==> config.mk <==
export PLATFORM = sky130hd
export DESIGN_NAME = slic_top
export DESIGN_NICKNAME = d
export VERILOG_FILES = /design/src/slic_pkg.sv /design/src/slic_top.sv
export VERILOG_INCLUDE_DIRS = /design/src
export SDC_FILE = /design/constraint.sdc
export NUM_CORES = 1
export LEC_CHECK = 0
export ABC_AREA = 0
export ABC_CLOCK_PERIOD_IN_PS = 2500
export CORE_UTILIZATION = 35
export CTS_CLUSTER_SIZE = 16
export DETAILED_ROUTE_END_ITERATION = 6
export DONT_BUFFER_PORTS = 1
export GPL_ROUTABILITY_DRIVEN = 0
export PLACE_DENSITY_LB_ADDON = 0.05
export SLEW_MARGIN = 20
export SYNTH_ARGS = -nofsm -noshare
export SYNTH_HDL_FRONTEND = slang
export SYNTH_SLANG_ARGS = --single-unit
==> constraint.sdc <==
create_clock -name i_clk_sys -period 2.5 [get_ports i_clk_sys]
set_clock_uncertainty 0.1 [all_clocks]
set_input_delay 0.25 -clock i_clk_sys [delete_from_list [all_inputs] [get_ports i_clk_sys]]
set_output_delay 0.25 -clock i_clk_sys [all_outputs]
set_load 0.01 [all_outputs]
==> src/slic_cfg.svh <==
// constants of the status indicator controller
// How it works
// - power LED steady green when on, green code 3 in auto standby.
// - transfer LED yellow while data moves, dark otherwise.
// - fault_indicator steady red while booting or after failed boot.
// - fault_indicator red code 1 during firmware update or logged fault.
// - overheated, stopped, in standby: temperature LED red code 3.
// - overheated, stopped, no standby: temperature LED steady red.
// - critical temperature reached: temperature LED red code 2.
// - temperature LED dark in normal temperature range.
// - model LED yellow code 1 from RAM, code 3 from flash, else dark.
// - driver LED green code 1 with realtime_io_driver enabled, code 3 without, dark with no model.
// - sync master without external sync: blue flash, full brightness only.
// - sync slave: blue flash alternating half and full brightness.
// - interface LEDs show states only while unit is fully on.
// - shared CAN/LIN traffic LED yellow if any of four channels talks.
// - probe traffic LED yellow while communicating, dark when interrupted.
// - daisy chain: traffic yellow; state red on error, 1 Hz config, else dark.
// - fieldbus state LED: dark, slow blink, single flash, steady, flicker.
// - fieldbus mode: port traffic LED yellow while communicating.
// - beeper short beeps at critical temperature, continuous tone once exceeded.
`ifndef SLIC_CFG_SVH
`define SLIC_CFG_SVH

// register byte offsets
`define SLIC_OFF_CTRL   8'h00
`define SLIC_OFF_CFG    8'h04
`define SLIC_OFF_STAT   8'h08
`define SLIC_OFF_LEDS   8'h0C
`define SLIC_CTRL_RST   32'h0000_0000
`define SLIC_CFG_RST    32'h0000_0000
`define SLIC_RESP_OK    2'h0
`define SLIC_RESP_ERR   2'h2

// pattern timing: one tick is the smallest blink step
`define SLIC_CLK_HZ       25000000
`define SLIC_TICK_MS      50
`define SLIC_TICK_CYCLES  ((`SLIC_CLK_HZ / 1000) * `SLIC_TICK_MS)
`define SLIC_FRAME_TICKS  6'h28
`define SLIC_PULSE_TICKS  6'h04
`define SLIC_HZ1_TICKS    6'h0A
`define SLIC_SYNC_PERIOD  6'h10
`define SLIC_SYNC_HALF    6'h08

`endif

==> src/slic_pkg.sv <==
// types of the status indicator controller
package slic_pkg;

    typedef enum logic [1:0] {PWR_OFF, PWR_STANDBY, PWR_ON} slic_pwr_t;
    typedef enum logic [1:0] {BOOT_DONE, BOOT_BUSY, BOOT_FAILED} slic_boot_t;
    typedef enum logic [1:0] {MODEL_NONE, MODEL_RAM, MODEL_FLASH} slic_model_t;
    typedef enum logic [1:0] {TEMP_NORMAL, TEMP_REACHED, TEMP_OVER_STOP, TEMP_OVER_STBY} slic_temp_t;
    typedef enum logic [1:0] {CHAIN_OK, CHAIN_ERR, CHAIN_CONFIG} slic_chain_t;
    typedef enum logic [2:0] {FB_INIT, FB_PREOP, FB_SAFEOP, FB_OP, FB_BOOT} slic_fb_t;

    // software control word
    typedef struct packed {
        logic [20:0] rsvd;
        logic        sync_slave;
        logic        sync_master;
        logic        realtime_io_driver;
        slic_model_t model;
        logic        fw_update;
        slic_boot_t  boot;
        logic        auto_power;
        slic_pwr_t   power;
    } slic_ctrl_t;

    // software configuration word
    typedef struct packed {
        logic [21:0] rsvd;
        logic [1:0]  eth_gig;
        slic_fb_t    fb_state;
        slic_chain_t chain;
        logic        io_fieldbus;
        slic_temp_t  temp;
    } slic_cfg_t;

    // activity levels from the interfaces
    typedef struct packed {
        logic       transfer;
        logic [1:0] can;
        logic [1:0] lin;
        logic       probe;
        logic       io;
        logic [1:0] eth_act;
        logic [1:0] eth_link;
    } slic_act_t;

    // LED drive bits, one per colour element
    typedef struct packed {
        logic       pwr_green;
        logic       tx_yellow;
        logic       fault_red;
        logic       temp_red;
        logic       model_yellow;
        logic       drv_green;
        logic       sync_blue;
        logic       bus_yellow;
        logic       probe_yellow;
        logic       io_yellow;
        logic       io_red;
        logic [1:0] eth_t_yellow;
        logic [1:0] eth_s_green;
        logic [1:0] eth_s_yellow;
    } slic_led_t;

endpackage : slic_pkg

==> src/slic_top.sv <==
// status indicator controller with AXI4-Lite registers
`timescale 1ns/1ps
`include "slic_cfg.svh"

module slic_top #(
    parameter int unsigned TICK_CYCLES = `SLIC_TICK_CYCLES,
    parameter int unsigned ADDR_W      = 8
) (
    input  wire logic               i_clk_sys,
    input  wire logic               i_resetn,
    input  wire logic               i_ce,
    input  wire slic_pkg::slic_act_t i_act,
    input  wire logic               i_fault_evt,
    input  wire logic [ADDR_W-1:0]  i_awaddr,
    input  wire logic               i_awvalid,
    output logic                    o_awready,
    input  wire logic [31:0]        i_wdata,
    input  wire logic [3:0]         i_wstrb,
    input  wire logic               i_wvalid,
    output logic                    o_wready,
    output logic [1:0]              o_bresp,
    output logic                    o_bvalid,
    input  wire logic               i_bready,
    input  wire logic [ADDR_W-1:0]  i_araddr,
    input  wire logic               i_arvalid,
    output logic                    o_arready,
    output logic [31:0]             o_rdata,
    output logic [1:0]              o_rresp,
    output logic                    o_rvalid,
    input  wire logic               i_rready,
    output slic_pkg::slic_led_t     o_led,
    output logic                    o_beep
);
    import slic_pkg::*;

    ////////////////////////////////////////////////////////////////////////////
    // helpers

    // register map decode, shared by read and write paths
    function automatic logic addr_ok(input logic [ADDR_W-1:0] a);
        addr_ok = (a == ADDR_W'(`SLIC_OFF_CTRL)) || (a == ADDR_W'(`SLIC_OFF_CFG))
               || (a == ADDR_W'(`SLIC_OFF_STAT)) || (a == ADDR_W'(`SLIC_OFF_LEDS));
    endfunction : addr_ok

    // byte-lane merge of a write into an old word
    function automatic logic [31:0] merge(input logic [31:0] old, input logic [31:0] d,
                                          input logic [3:0] s);
        merge = old;
        for (int b = 0; b < 4; b++)
            if (s[b])
                merge[b*8 +: 8] = d[b*8 +: 8];
    endfunction : merge

    // flash code n: n pulses of one pulse time, spaced by one pulse time
    function automatic logic flash_code(input logic [5:0] idx, input logic [2:0] n);
        logic [5:0] len;
        len = 6'({3'h0, n} * (`SLIC_PULSE_TICKS * 6'h02));
        flash_code = (idx < len) && ((idx % (`SLIC_PULSE_TICKS * 6'h02)) < `SLIC_PULSE_TICKS);
    endfunction : flash_code

    ////////////////////////////////////////////////////////////////////////////
    // activity synchroniser: pins come from foreign clocks

    slic_act_t act_s1_q;
    slic_act_t act_s2_q;

    always_ff @(posedge i_clk_sys or negedge i_resetn)
    begin
        if (!i_resetn)
        begin
            act_s1_q <= '0;
            act_s2_q <= '0;
        end
        else if (i_ce)
        begin
            act_s1_q <= i_act;
            act_s2_q <= act_s1_q;
        end
    end

    ////////////////////////////////////////////////////////////////////////////
    // pattern time base

    localparam int unsigned TW = $clog2(TICK_CYCLES + 1);

    logic [TW-1:0] tick_cnt_q, tick_cnt_d;
    logic [5:0]    idx_q, idx_d;
    logic          pwm_q, pwm_d;

    // tick prescaler and frame index; pwm halves brightness
    always_comb
    begin
        tick_cnt_d = tick_cnt_q + TW'(1);
        idx_d      = idx_q;
        pwm_d      = ~pwm_q;
        if (tick_cnt_q == TW'(TICK_CYCLES - 1))
        begin
            tick_cnt_d = '0;
            idx_d      = (idx_q == `SLIC_FRAME_TICKS - 6'h01) ? 6'h00 : idx_q + 6'h01;
        end
    end

    always_ff @(posedge i_clk_sys or negedge i_resetn)
    begin
        if (!i_resetn)
        begin
            tick_cnt_q <= '0;
            idx_q      <= 6'h00;
            pwm_q      <= 1'b0;
        end
        else if (i_ce)
        begin
            tick_cnt_q <= tick_cnt_d;
            idx_q      <= idx_d;
            pwm_q      <= pwm_d;
        end
    end

    ////////////////////////////////////////////////////////////////////////////
    // AXI4-Lite slave and register file

    slic_ctrl_t        ctrl_q, ctrl_d;
    slic_cfg_t         cfg_q, cfg_d;
    logic              fault_q, fault_d;
    logic [ADDR_W-1:0] awaddr_q, awaddr_d;
    logic              aw_have_q, aw_have_d;
    logic [31:0]       wdata_q, wdata_d;
    logic [3:0]        wstrb_q, wstrb_d;
    logic              w_have_q, w_have_d;
    logic              awready_q, awready_d, wready_q, wready_d;
    logic              bvalid_q, bvalid_d, arready_q, arready_d;
    logic              rvalid_q, rvalid_d;
    logic [1:0]        bresp_q, bresp_d, rresp_q, rresp_d;
    logic [31:0]       rdata_q, rdata_d;
    slic_led_t         led_q, led_d;

    // write and read channels; write commits once address and data both held
    always_comb
    begin
        logic w1c;
        w1c       = 1'b0;
        ctrl_d    = ctrl_q;
        cfg_d     = cfg_q;
        awaddr_d  = awaddr_q;
        aw_have_d = aw_have_q;
        wdata_d   = wdata_q;
        wstrb_d   = wstrb_q;
        w_have_d  = w_have_q;
        bvalid_d  = bvalid_q;
        bresp_d   = bresp_q;
        rvalid_d  = rvalid_q;
        rdata_d   = rdata_q;
        rresp_d   = rresp_q;
        if (bvalid_q && i_bready)
            bvalid_d = 1'b0;
        if (i_awvalid && awready_q)
        begin
            awaddr_d  = i_awaddr;
            aw_have_d = 1'b1;
        end
        if (i_wvalid && wready_q)
        begin
            wdata_d  = i_wdata;
            wstrb_d  = i_wstrb;
            w_have_d = 1'b1;
        end
        if (aw_have_q && w_have_q && !bvalid_q)
        begin
            aw_have_d = 1'b0;
            w_have_d  = 1'b0;
            bvalid_d  = 1'b1;
            bresp_d   = addr_ok(awaddr_q) ? `SLIC_RESP_OK : `SLIC_RESP_ERR;
            unique case (awaddr_q)
                ADDR_W'(`SLIC_OFF_CTRL): ctrl_d = slic_ctrl_t'(merge(ctrl_q, wdata_q, wstrb_q));
                ADDR_W'(`SLIC_OFF_CFG):  cfg_d  = slic_cfg_t'(merge(cfg_q, wdata_q, wstrb_q));
                ADDR_W'(`SLIC_OFF_STAT): w1c    = wstrb_q[0] & wdata_q[0];
                default:                 w1c    = 1'b0;
            endcase
            ctrl_d.rsvd = '0;
            cfg_d.rsvd  = '0;
        end
        // the logged fault is sticky; a new event beats the clear
        fault_d = (fault_q & ~w1c) | i_fault_evt;
        if (rvalid_q && i_rready)
            rvalid_d = 1'b0;
        if (i_arvalid && arready_q)
        begin
            rvalid_d = 1'b1;
            rresp_d  = addr_ok(i_araddr) ? `SLIC_RESP_OK : `SLIC_RESP_ERR;
            unique case (i_araddr)
                ADDR_W'(`SLIC_OFF_CTRL): rdata_d = ctrl_q;
                ADDR_W'(`SLIC_OFF_CFG):  rdata_d = cfg_q;
                ADDR_W'(`SLIC_OFF_STAT): rdata_d = {20'h00000, act_s2_q, fault_q};
                ADDR_W'(`SLIC_OFF_LEDS): rdata_d = {14'h0000, o_beep, led_q};
                default:                 rdata_d = 32'h0000_0000;
            endcase
        end
        // readies are registered: one item of each kind in flight
        awready_d = !aw_have_d && !bvalid_d;
        wready_d  = !w_have_d && !bvalid_d;
        arready_d = !rvalid_d;
    end

    always_ff @(posedge i_clk_sys or negedge i_resetn)
    begin
        if (!i_resetn)
        begin
            ctrl_q    <= slic_ctrl_t'(`SLIC_CTRL_RST);
            cfg_q     <= slic_cfg_t'(`SLIC_CFG_RST);
            fault_q   <= 1'b0;
            awaddr_q  <= '0;
            aw_have_q <= 1'b0;
            wdata_q   <= 32'h0000_0000;
            wstrb_q   <= 4'h0;
            w_have_q  <= 1'b0;
            awready_q <= 1'b0;
            wready_q  <= 1'b0;
            arready_q <= 1'b0;
            bvalid_q  <= 1'b0;
            bresp_q   <= `SLIC_RESP_OK;
            rvalid_q  <= 1'b0;
            rdata_q   <= 32'h0000_0000;
            rresp_q   <= `SLIC_RESP_OK;
        end
        else if (i_ce)
        begin
            ctrl_q    <= ctrl_d;
            cfg_q     <= cfg_d;
            fault_q   <= fault_d;
            awaddr_q  <= awaddr_d;
            aw_have_q <= aw_have_d;
            wdata_q   <= wdata_d;
            wstrb_q   <= wstrb_d;
            w_have_q  <= w_have_d;
            awready_q <= awready_d;
            wready_q  <= wready_d;
            arready_q <= arready_d;
            bvalid_q  <= bvalid_d;
            bresp_q   <= bresp_d;
            rvalid_q  <= rvalid_d;
            rdata_q   <= rdata_d;
            rresp_q   <= rresp_d;
        end
    end

    assign o_awready = awready_q;
    assign o_wready  = wready_q;
    assign o_arready = arready_q;
    assign o_bvalid  = bvalid_q;
    assign o_bresp   = bresp_q;
    assign o_rvalid  = rvalid_q;
    assign o_rdata   = rdata_q;
    assign o_rresp   = rresp_q;

    ////////////////////////////////////////////////////////////////////////////
    // LED and beeper decode

    logic beep_q, beep_d;

    always_comb
    begin
        logic on;
        logic blink;
        logic sync_ph;
        on      = (ctrl_q.power == PWR_ON);
        blink   = (idx_q % (`SLIC_PULSE_TICKS * 6'h02)) < `SLIC_PULSE_TICKS;
        sync_ph = (idx_q % `SLIC_SYNC_PERIOD) < `SLIC_PULSE_TICKS;
        led_d   = '0;
        led_d.pwr_green = on || (ctrl_q.auto_power && ctrl_q.power == PWR_STANDBY
                                 && flash_code(idx_q, 3'h3));
        led_d.tx_yellow = act_s2_q.transfer;
        // boot states steady; update or fault flashes code 1
        if (ctrl_q.boot != BOOT_DONE)
            led_d.fault_red = 1'b1;
        else
            led_d.fault_red = (ctrl_q.fw_update || fault_q) && flash_code(idx_q, 3'h1);
        unique case (cfg_q.temp)
            TEMP_OVER_STBY: led_d.temp_red = flash_code(idx_q, 3'h3);
            TEMP_OVER_STOP: led_d.temp_red = 1'b1;
            TEMP_REACHED:   led_d.temp_red = flash_code(idx_q, 3'h2);
            TEMP_NORMAL:    led_d.temp_red = 1'b0;
        endcase
        beep_d = (cfg_q.temp == TEMP_REACHED) ? led_d.temp_red : (cfg_q.temp != TEMP_NORMAL);
        led_d.model_yellow = (ctrl_q.model == MODEL_RAM && flash_code(idx_q, 3'h1))
                          || (ctrl_q.model == MODEL_FLASH && flash_code(idx_q, 3'h3));
        // driver state, shown only while a model runs
        if (ctrl_q.model != MODEL_NONE)
            led_d.drv_green = flash_code(idx_q, ctrl_q.realtime_io_driver ? 3'h1 : 3'h3);
        // slave alternates half and full; slave wins if both set
        if (ctrl_q.sync_slave)
        begin
            led_d.sync_blue = sync_ph && (idx_q % (`SLIC_SYNC_PERIOD * 6'h02)
                                          < `SLIC_SYNC_HALF ? 1'b1 : pwm_q);
        end
        else if (ctrl_q.sync_master)
        begin
            led_d.sync_blue = sync_ph;
        end
        // interface group gated by the fully powered state
        if (on)
        begin
            // any of the four bus channels
            led_d.bus_yellow   = |{act_s2_q.can, act_s2_q.lin};
            led_d.probe_yellow = act_s2_q.probe;
            // port traffic in both port modes
            led_d.io_yellow    = act_s2_q.io;
            if (!cfg_q.io_fieldbus)
            begin
                // chain error steady, configuration at 1 Hz
                led_d.io_red = (cfg_q.chain == CHAIN_ERR)
                    || (cfg_q.chain == CHAIN_CONFIG
                        && (idx_q % (`SLIC_HZ1_TICKS * 6'h02)) < `SLIC_HZ1_TICKS);
            end
            else
            begin
                unique case (cfg_q.fb_state)
                    FB_PREOP:  led_d.io_red = blink;
                    FB_SAFEOP: led_d.io_red = idx_q < `SLIC_PULSE_TICKS;
                    FB_OP:     led_d.io_red = 1'b1;
                    FB_BOOT:   led_d.io_red = idx_q[0];
                    default:   led_d.io_red = 1'b0;
                endcase
            end
            // Ethernet traffic and speed, dark without link
            led_d.eth_t_yellow = act_s2_q.eth_act & act_s2_q.eth_link;
            led_d.eth_s_green  = act_s2_q.eth_link & cfg_q.eth_gig;
            led_d.eth_s_yellow = act_s2_q.eth_link & ~cfg_q.eth_gig;
        end
    end

    always_ff @(posedge i_clk_sys or negedge i_resetn)
    begin
        if (!i_resetn)
        begin
            led_q  <= '0;
            beep_q <= 1'b0;
        end
        else if (i_ce)
        begin
            led_q  <= led_d;
            beep_q <= beep_d;
        end
    end

    assign o_led  = led_q;
    assign o_beep = beep_q;

endmodule : slic_top

Yosys cells after proc, flatten, opt, wreduce, memory -nomap -nowiden
Cells that the tools add are included.
- memories: 0
- input bits: 72
- bits in writable memories: 0
- register bits after elaboration: 154
- output and inout bits: 59
- latch bits: 0
- logic and storage cells: 178
- bits in read-only memories: 0
- add/sub/neg operators: 2
- $lt $le $gt $ge: 9
- reductions and logical operators: 51
- divide/modulo/power cells: 1
- bitwise operators: 9
- muxes and demuxes: 26
- multiply operators: 0
- shift operators: 0
- equality and inequality tests: 21
- operators by type and width (kind ; number):
    one-hot mux 18 bit (4 select lines) ; 1
    equality test 8 x 4 -> 1 bit (second input constant) ; 4
    adder 21 x 1 -> 21 bit (second input constant) ; 1
    equality test 21 bit (second input constant) ; 1
    two-way mux 21 bit ; 1
    logical AND 1 bit ; 20
    two-way mux 1 bit ; 17
    equality test 8 x 3 -> 1 bit (second input constant) ; 2
    zero test 8 bit ; 2
    AND reduction 4 bit ; 4
    < comparator 6 x 4 -> 1 bit (second input constant) ; 2
    < comparator 6 x 5 -> 1 bit (second input constant) ; 2
    equality test 2 bit (second input constant) ; 5
    logical OR 1 bit ; 10
    two-way mux 10 bit ; 1
    AND reduction 2 bit ; 5
    equality test 2 x 1 -> 1 bit (second input constant) ; 4
    one-hot mux 1 bit (4 select lines) ; 2
    adder 6 x 1 -> 6 bit (second input constant) ; 1
    bitwise AND 2 bit ; 3
    equality test 3 x 2 -> 1 bit (second input constant) ; 2
    equality test 6 bit (second input constant) ; 1
    < comparator 6 x 3 -> 1 bit (second input constant) ; 1
    < comparator 6 x 5 -> 1 bit ; 1
    other kinds (16) ; 26

Longest topological paths before layout
- word-level depth: 6
- mapped depth: 8
- gate-level depth less buffers: 7

Least setup slack after synthesis
Ideal clock, no wire load.
- path type: register to register
- from: register awaddr_q[1]
- to: register cfg_q[0] (netlist bit)
- period minus slack after synthesis: 2.241 ns
- stages on the path, launching flop included: 7
- buffers on the path: 1
- path slack: 0.259 ns
- setup time: 0.125 ns
- arrival: 2.016 ns
- data required time: 2.275 ns
- cells stage by stage: dfrtp_1 -> or4_1 -> or4_4 -> nor2_4 -> and3_4 -> buf_12 -> mux2_4
- cells in the longest elaborated chain, start to end: 2
- RTL lines (what ; RTL line ; text):
    start: declaration ; slic_top.sv:125 ; logic [ADDR_W-1:0] awaddr_q, awaddr_d;
    start signal: assignment ; slic_top.sv:230 ; awaddr_q <= awaddr_d;
    equality test 8 x 3 -> 1 bit ; slic_top.sv:173 ; unique case (awaddr_q)
    AND reduction 4 bit (no source line) ; -- ;
    end signal: assignment ; slic_top.sv:209 ; cfg_q <= slic_cfg_t'(`SLIC_CFG_RST);
    end signal: assignment ; slic_top.sv:228 ; cfg_q <= cfg_d;
    end: declaration ; slic_top.sv:123 ; slic_cfg_t cfg_q, cfg_d;
Every way passes these cells.
A chain may end at the register's enable or synchronous reset.

Final worst setup path
- from: register awaddr_q[1]
- to: register cfg_q[4] (netlist bit)
Same word-level chain as after synthesis.

==> key figures <==
Outcome
  – Status: finished, violations left
  – Failing checks: negative hold slack

Die
  – Ports: 131
  – Die W: 137 um
  – Num rows: 49
  – Die Ht: 137 um
  – Die ar.: 0.0188 mm2
  – Initial core utilization: 0.356
  – Core Area: 0.0179 mm2

Timing
  – Period utilisation layout: 0.933
  – Slew headroom: 0.637
  – Worst-margin pin slew: 543 ps
  – Setup tns final: 0 ps
  – Hold WS: -573 ps
  – Post-route minimum period: 2330 ps
  – FMAX: 0.429 GHz
  – Slew Viols, Final: 0
  – Final setup fails: 0
  – Final hold violation count: 138
  – RSZ-0062 raised after global routing: false

Yosys
  – Ys Warns: 0
  – Compound-Gate Fraction of Synth Area: 0.0625
  – Multiplexer area fraction after synthesis: 0.173
  – Synth async-reset ratio: 1.00
  – Post-synthesis cell area: 0.00638 mm2
  – Yosys cell types: 57
  – Post-synthesis simple-gate area fraction: 0.129
  – Post-Syn Area per Cell: 11.8 um2
  – Sequential fraction of the synthesis area: 0.541
  – Main combinational cell family by area after synthesis: multiplexers
  – Mapped Cells: 541
  – XOR/XNOR Fraction of Synth Area: 0.0261
  – Yosys reg bits: 138
  – Adder-Cell Fraction of Synth Area: 0.0169
  – Top FF cell, synth: dfrtp_1
  – Post-synth EDFFs: 0

Place
  – Detail Placement HPWL: 10400 um
  – I/O Buffers: 0
  – Post-DP Area: 0.00655 mm2

Global routing
  – Vias in the first global route: 4120
  – Largest net degree at the start of global routing: 139
  – Tot GR Track Use: 0.177
  – First-pass GRT wire length: 24100 um
  – Initial antenna violation count: 0
  – Gr ovfl total: 0

Clocking
  – Clk root buf: clkbuf_16
  – Total CTS buffers: 17
  – Clock Pin Slew Worst Setup and Hold Paths: 60 ps
  – CTS sink count: 138
  – Maximum clock insertion buffer count: 2
  – # H-tree levels: 4
  – Post-cts resize count: 0
  – Skew-Pair Late Insertion Delay: 420 ps
  – CTS tree: done

Power and ir drop
  – Sequential power share: 0.481
  – Logic pwr share: 0.114
  – Leak Pwr: 3.35 nW
  – VDD IR-drop max: 0.504 mV
  – Clock Power Share: 0.405
  – Internal power: 0.00465 W
  – NetSw: 0.00163 W
  – Switching Share: 0.259
  – Power Total: 0.00628 W
  – Power per cell area: 829 mW/mm2

Setup path
  – Flop-to-flop setup slack: 170 ps
  – CP Max Fanout: 8
  – Cells on worst reg2reg path: 5
  – Reg2reg end: cfg_q[4]$_DFFE_PN0P_
  – Worst reg2reg path startpoint: awaddr_q[1]$_DFFE_PN0P_
  – Worst Setup End Kind: flip-flop
  – CP arrival: 2540 ps
  – Worst EP required: 2710 ps
  – Critical path class: reg2reg
  – Startpoint Class: flip-flop

Finish
  – Final Cell Area: 0.00757 mm2
  – Final-stage net count: 661
  – Ant diodes: 0
  – Area Growth Syn to Fin: 18.7%
  – Fillers: 1722
  – Most common cell after layout, fill and taps aside: dfrtp_1
  – Commonest cells after routing, fill and taps aside: dfrtp_1, mux2_2, nand2_1, dlygate4sd3_1, nor2_1
  – Share of cells above drive strength 1: 0.214

Routing
  – WL final: 15400 um
  – Vias per cell: 5.12
  – DRC Markers: 0
  – Routed wire length per instance: 18.7 um
  – Vias: 4217
  – Drt initial violations: 157
  – DRT antenna net count: 0
  – Drt first pass iters: 4

Hold path
  – Worst min path class: in2async

Run
  – Max_cap viols: 0
[critical path: stages (launching register included)]
cell and delay, ps:
dfrtp_1 370, or4_1 520, or4_4 470, nor2_4 140
and3_4 310, mux2_4 310
[worst max path at each step]
stage                            startpoint                   end  cells past startpoint
floorplan           awaddr_q[1]$_DFFE_PN0P_  cfg_q[0]$_DFFE_PN0P_                      6
global placement    awaddr_q[1]$_DFFE_PN0P_  cfg_q[4]$_DFFE_PN0P_                      5
detailed placement  awaddr_q[1]$_DFFE_PN0P_  cfg_q[4]$_DFFE_PN0P_                      5
CTS                 awaddr_q[1]$_DFFE_PN0P_  cfg_q[6]$_DFFE_PN0P_                      5
global route        awaddr_q[1]$_DFFE_PN0P_  cfg_q[6]$_DFFE_PN0P_                      5
finish              awaddr_q[1]$_DFFE_PN0P_  cfg_q[4]$_DFFE_PN0P_                      5
[layout make-up]
class / count / area [um2] / area share
Multi-Input combinational cell: 353 / 2660 / 0.351
Sequential cell: 138 / 3450 / 0.456
Timing Repair Buffer: 50 / 495 / 0.0654
Clock buffer: 20 / 447 / 0.0590
Clock inverter: 11 / 146 / 0.0193
Tap cell: 229 / 287 / 0.0378
Inverter: 22 / 82.6 / 0.0109
[what timing repair did]
item / CTS / global route
endpoints found under the hold margin: 212 / 139
setup endpoints to repair: 0 / 0
setup buffers: 0 / 0
hold buffers: 40 / 1
[cell families (layout without fill, tap and decap cells)]
| family | after synthesis | in the layout |
|---|---|---|
| AOI/OAI and AO/OA | 60 | 60 |
| xor gates and xnor gates | 19 | 19 |
| adders and majority gates | 9 | 9 |
| buffers and inverters | 65 | 103 |
| DFF | 138 | 138 |
| muxes | 86 | 86 |
| other | 1 | 16 |
| and+or+nand+nor | 163 | 163 |
[power by group through the flow]
stage / logic (W) / clock network, W / registers (W)
after floorplan: 0.000603 / 0 / 0.00290
after global placement: 0.000636 / 0 / 0.00305
after detailed placement: 0.000654 / 0 / 0.00306
after CTS: 0.000728 / 0.00263 / 0.00302
after global routing: 0.000800 / 0.00272 / 0.00308
final: 0.000717 / 0.00254 / 0.00302
[sequential cells by signal (all words and copies together) (netlist names), 2 cells and up]
register    count
awaddr_q        8
o_rdata        18
o_led          17
tick_cnt_q     21
ctrl_q         11
act_s1_q       11
wstrb_q         2
cfg_q          10
wdata_q        11
idx_q           6
act_s2_q       11
[per-stage QoR]
step / cells / hold slack, ps / setup WS, ps / utilization
after floorplan: 556 / -146 / 259 / -
after global placement: 751 / -138 / 161 / 0.366
after detailed placement: 751 / -139 / 156 / 0.366
after CTS: 822 / -601 / 144 / 0.422
after global routing: 823 / -597 / 95.0 / 0.423
final: 823 / -573 / 168 / 0.423
[metal layers]
layer  part of all wire  routed length, um  up-vias  GRT usage
met5                  0                  0        -          0
met4              0.014                217        0     0.0696
met3              0.049                757       14     0.0504
met2               0.47               7230      100      0.274
met1               0.47               7180     2138      0.232
li1                   -                  -     1965          -
[Yosys cell counts, drive strengths merged, types with 5 or more instances]
library cell / count / area (um2)
dfrtp: 138 / 3450
mux2: 72 / 841
nand2: 54 / 205
nor2: 31 / 124
nand3: 26 / 130
buf: 25 / 173
inv: 22 / 82.6
clkbuf: 18 / 67.6
o21ai: 15 / 75.1
xnor2: 14 / 123
a21oi: 11 / 55.1
mux4: 10 / 225
and3: 9 / 62.6
nand4: 8 / 50.1
ha: 7 / 87.6
a22o: 6 / 52.6
nor3: 6 / 30.0
o22ai: 6 / 37.5
or4: 5 / 41.3
xor2: 5 / 43.8
No activity file was read; power rests on OpenSTA's default activity.
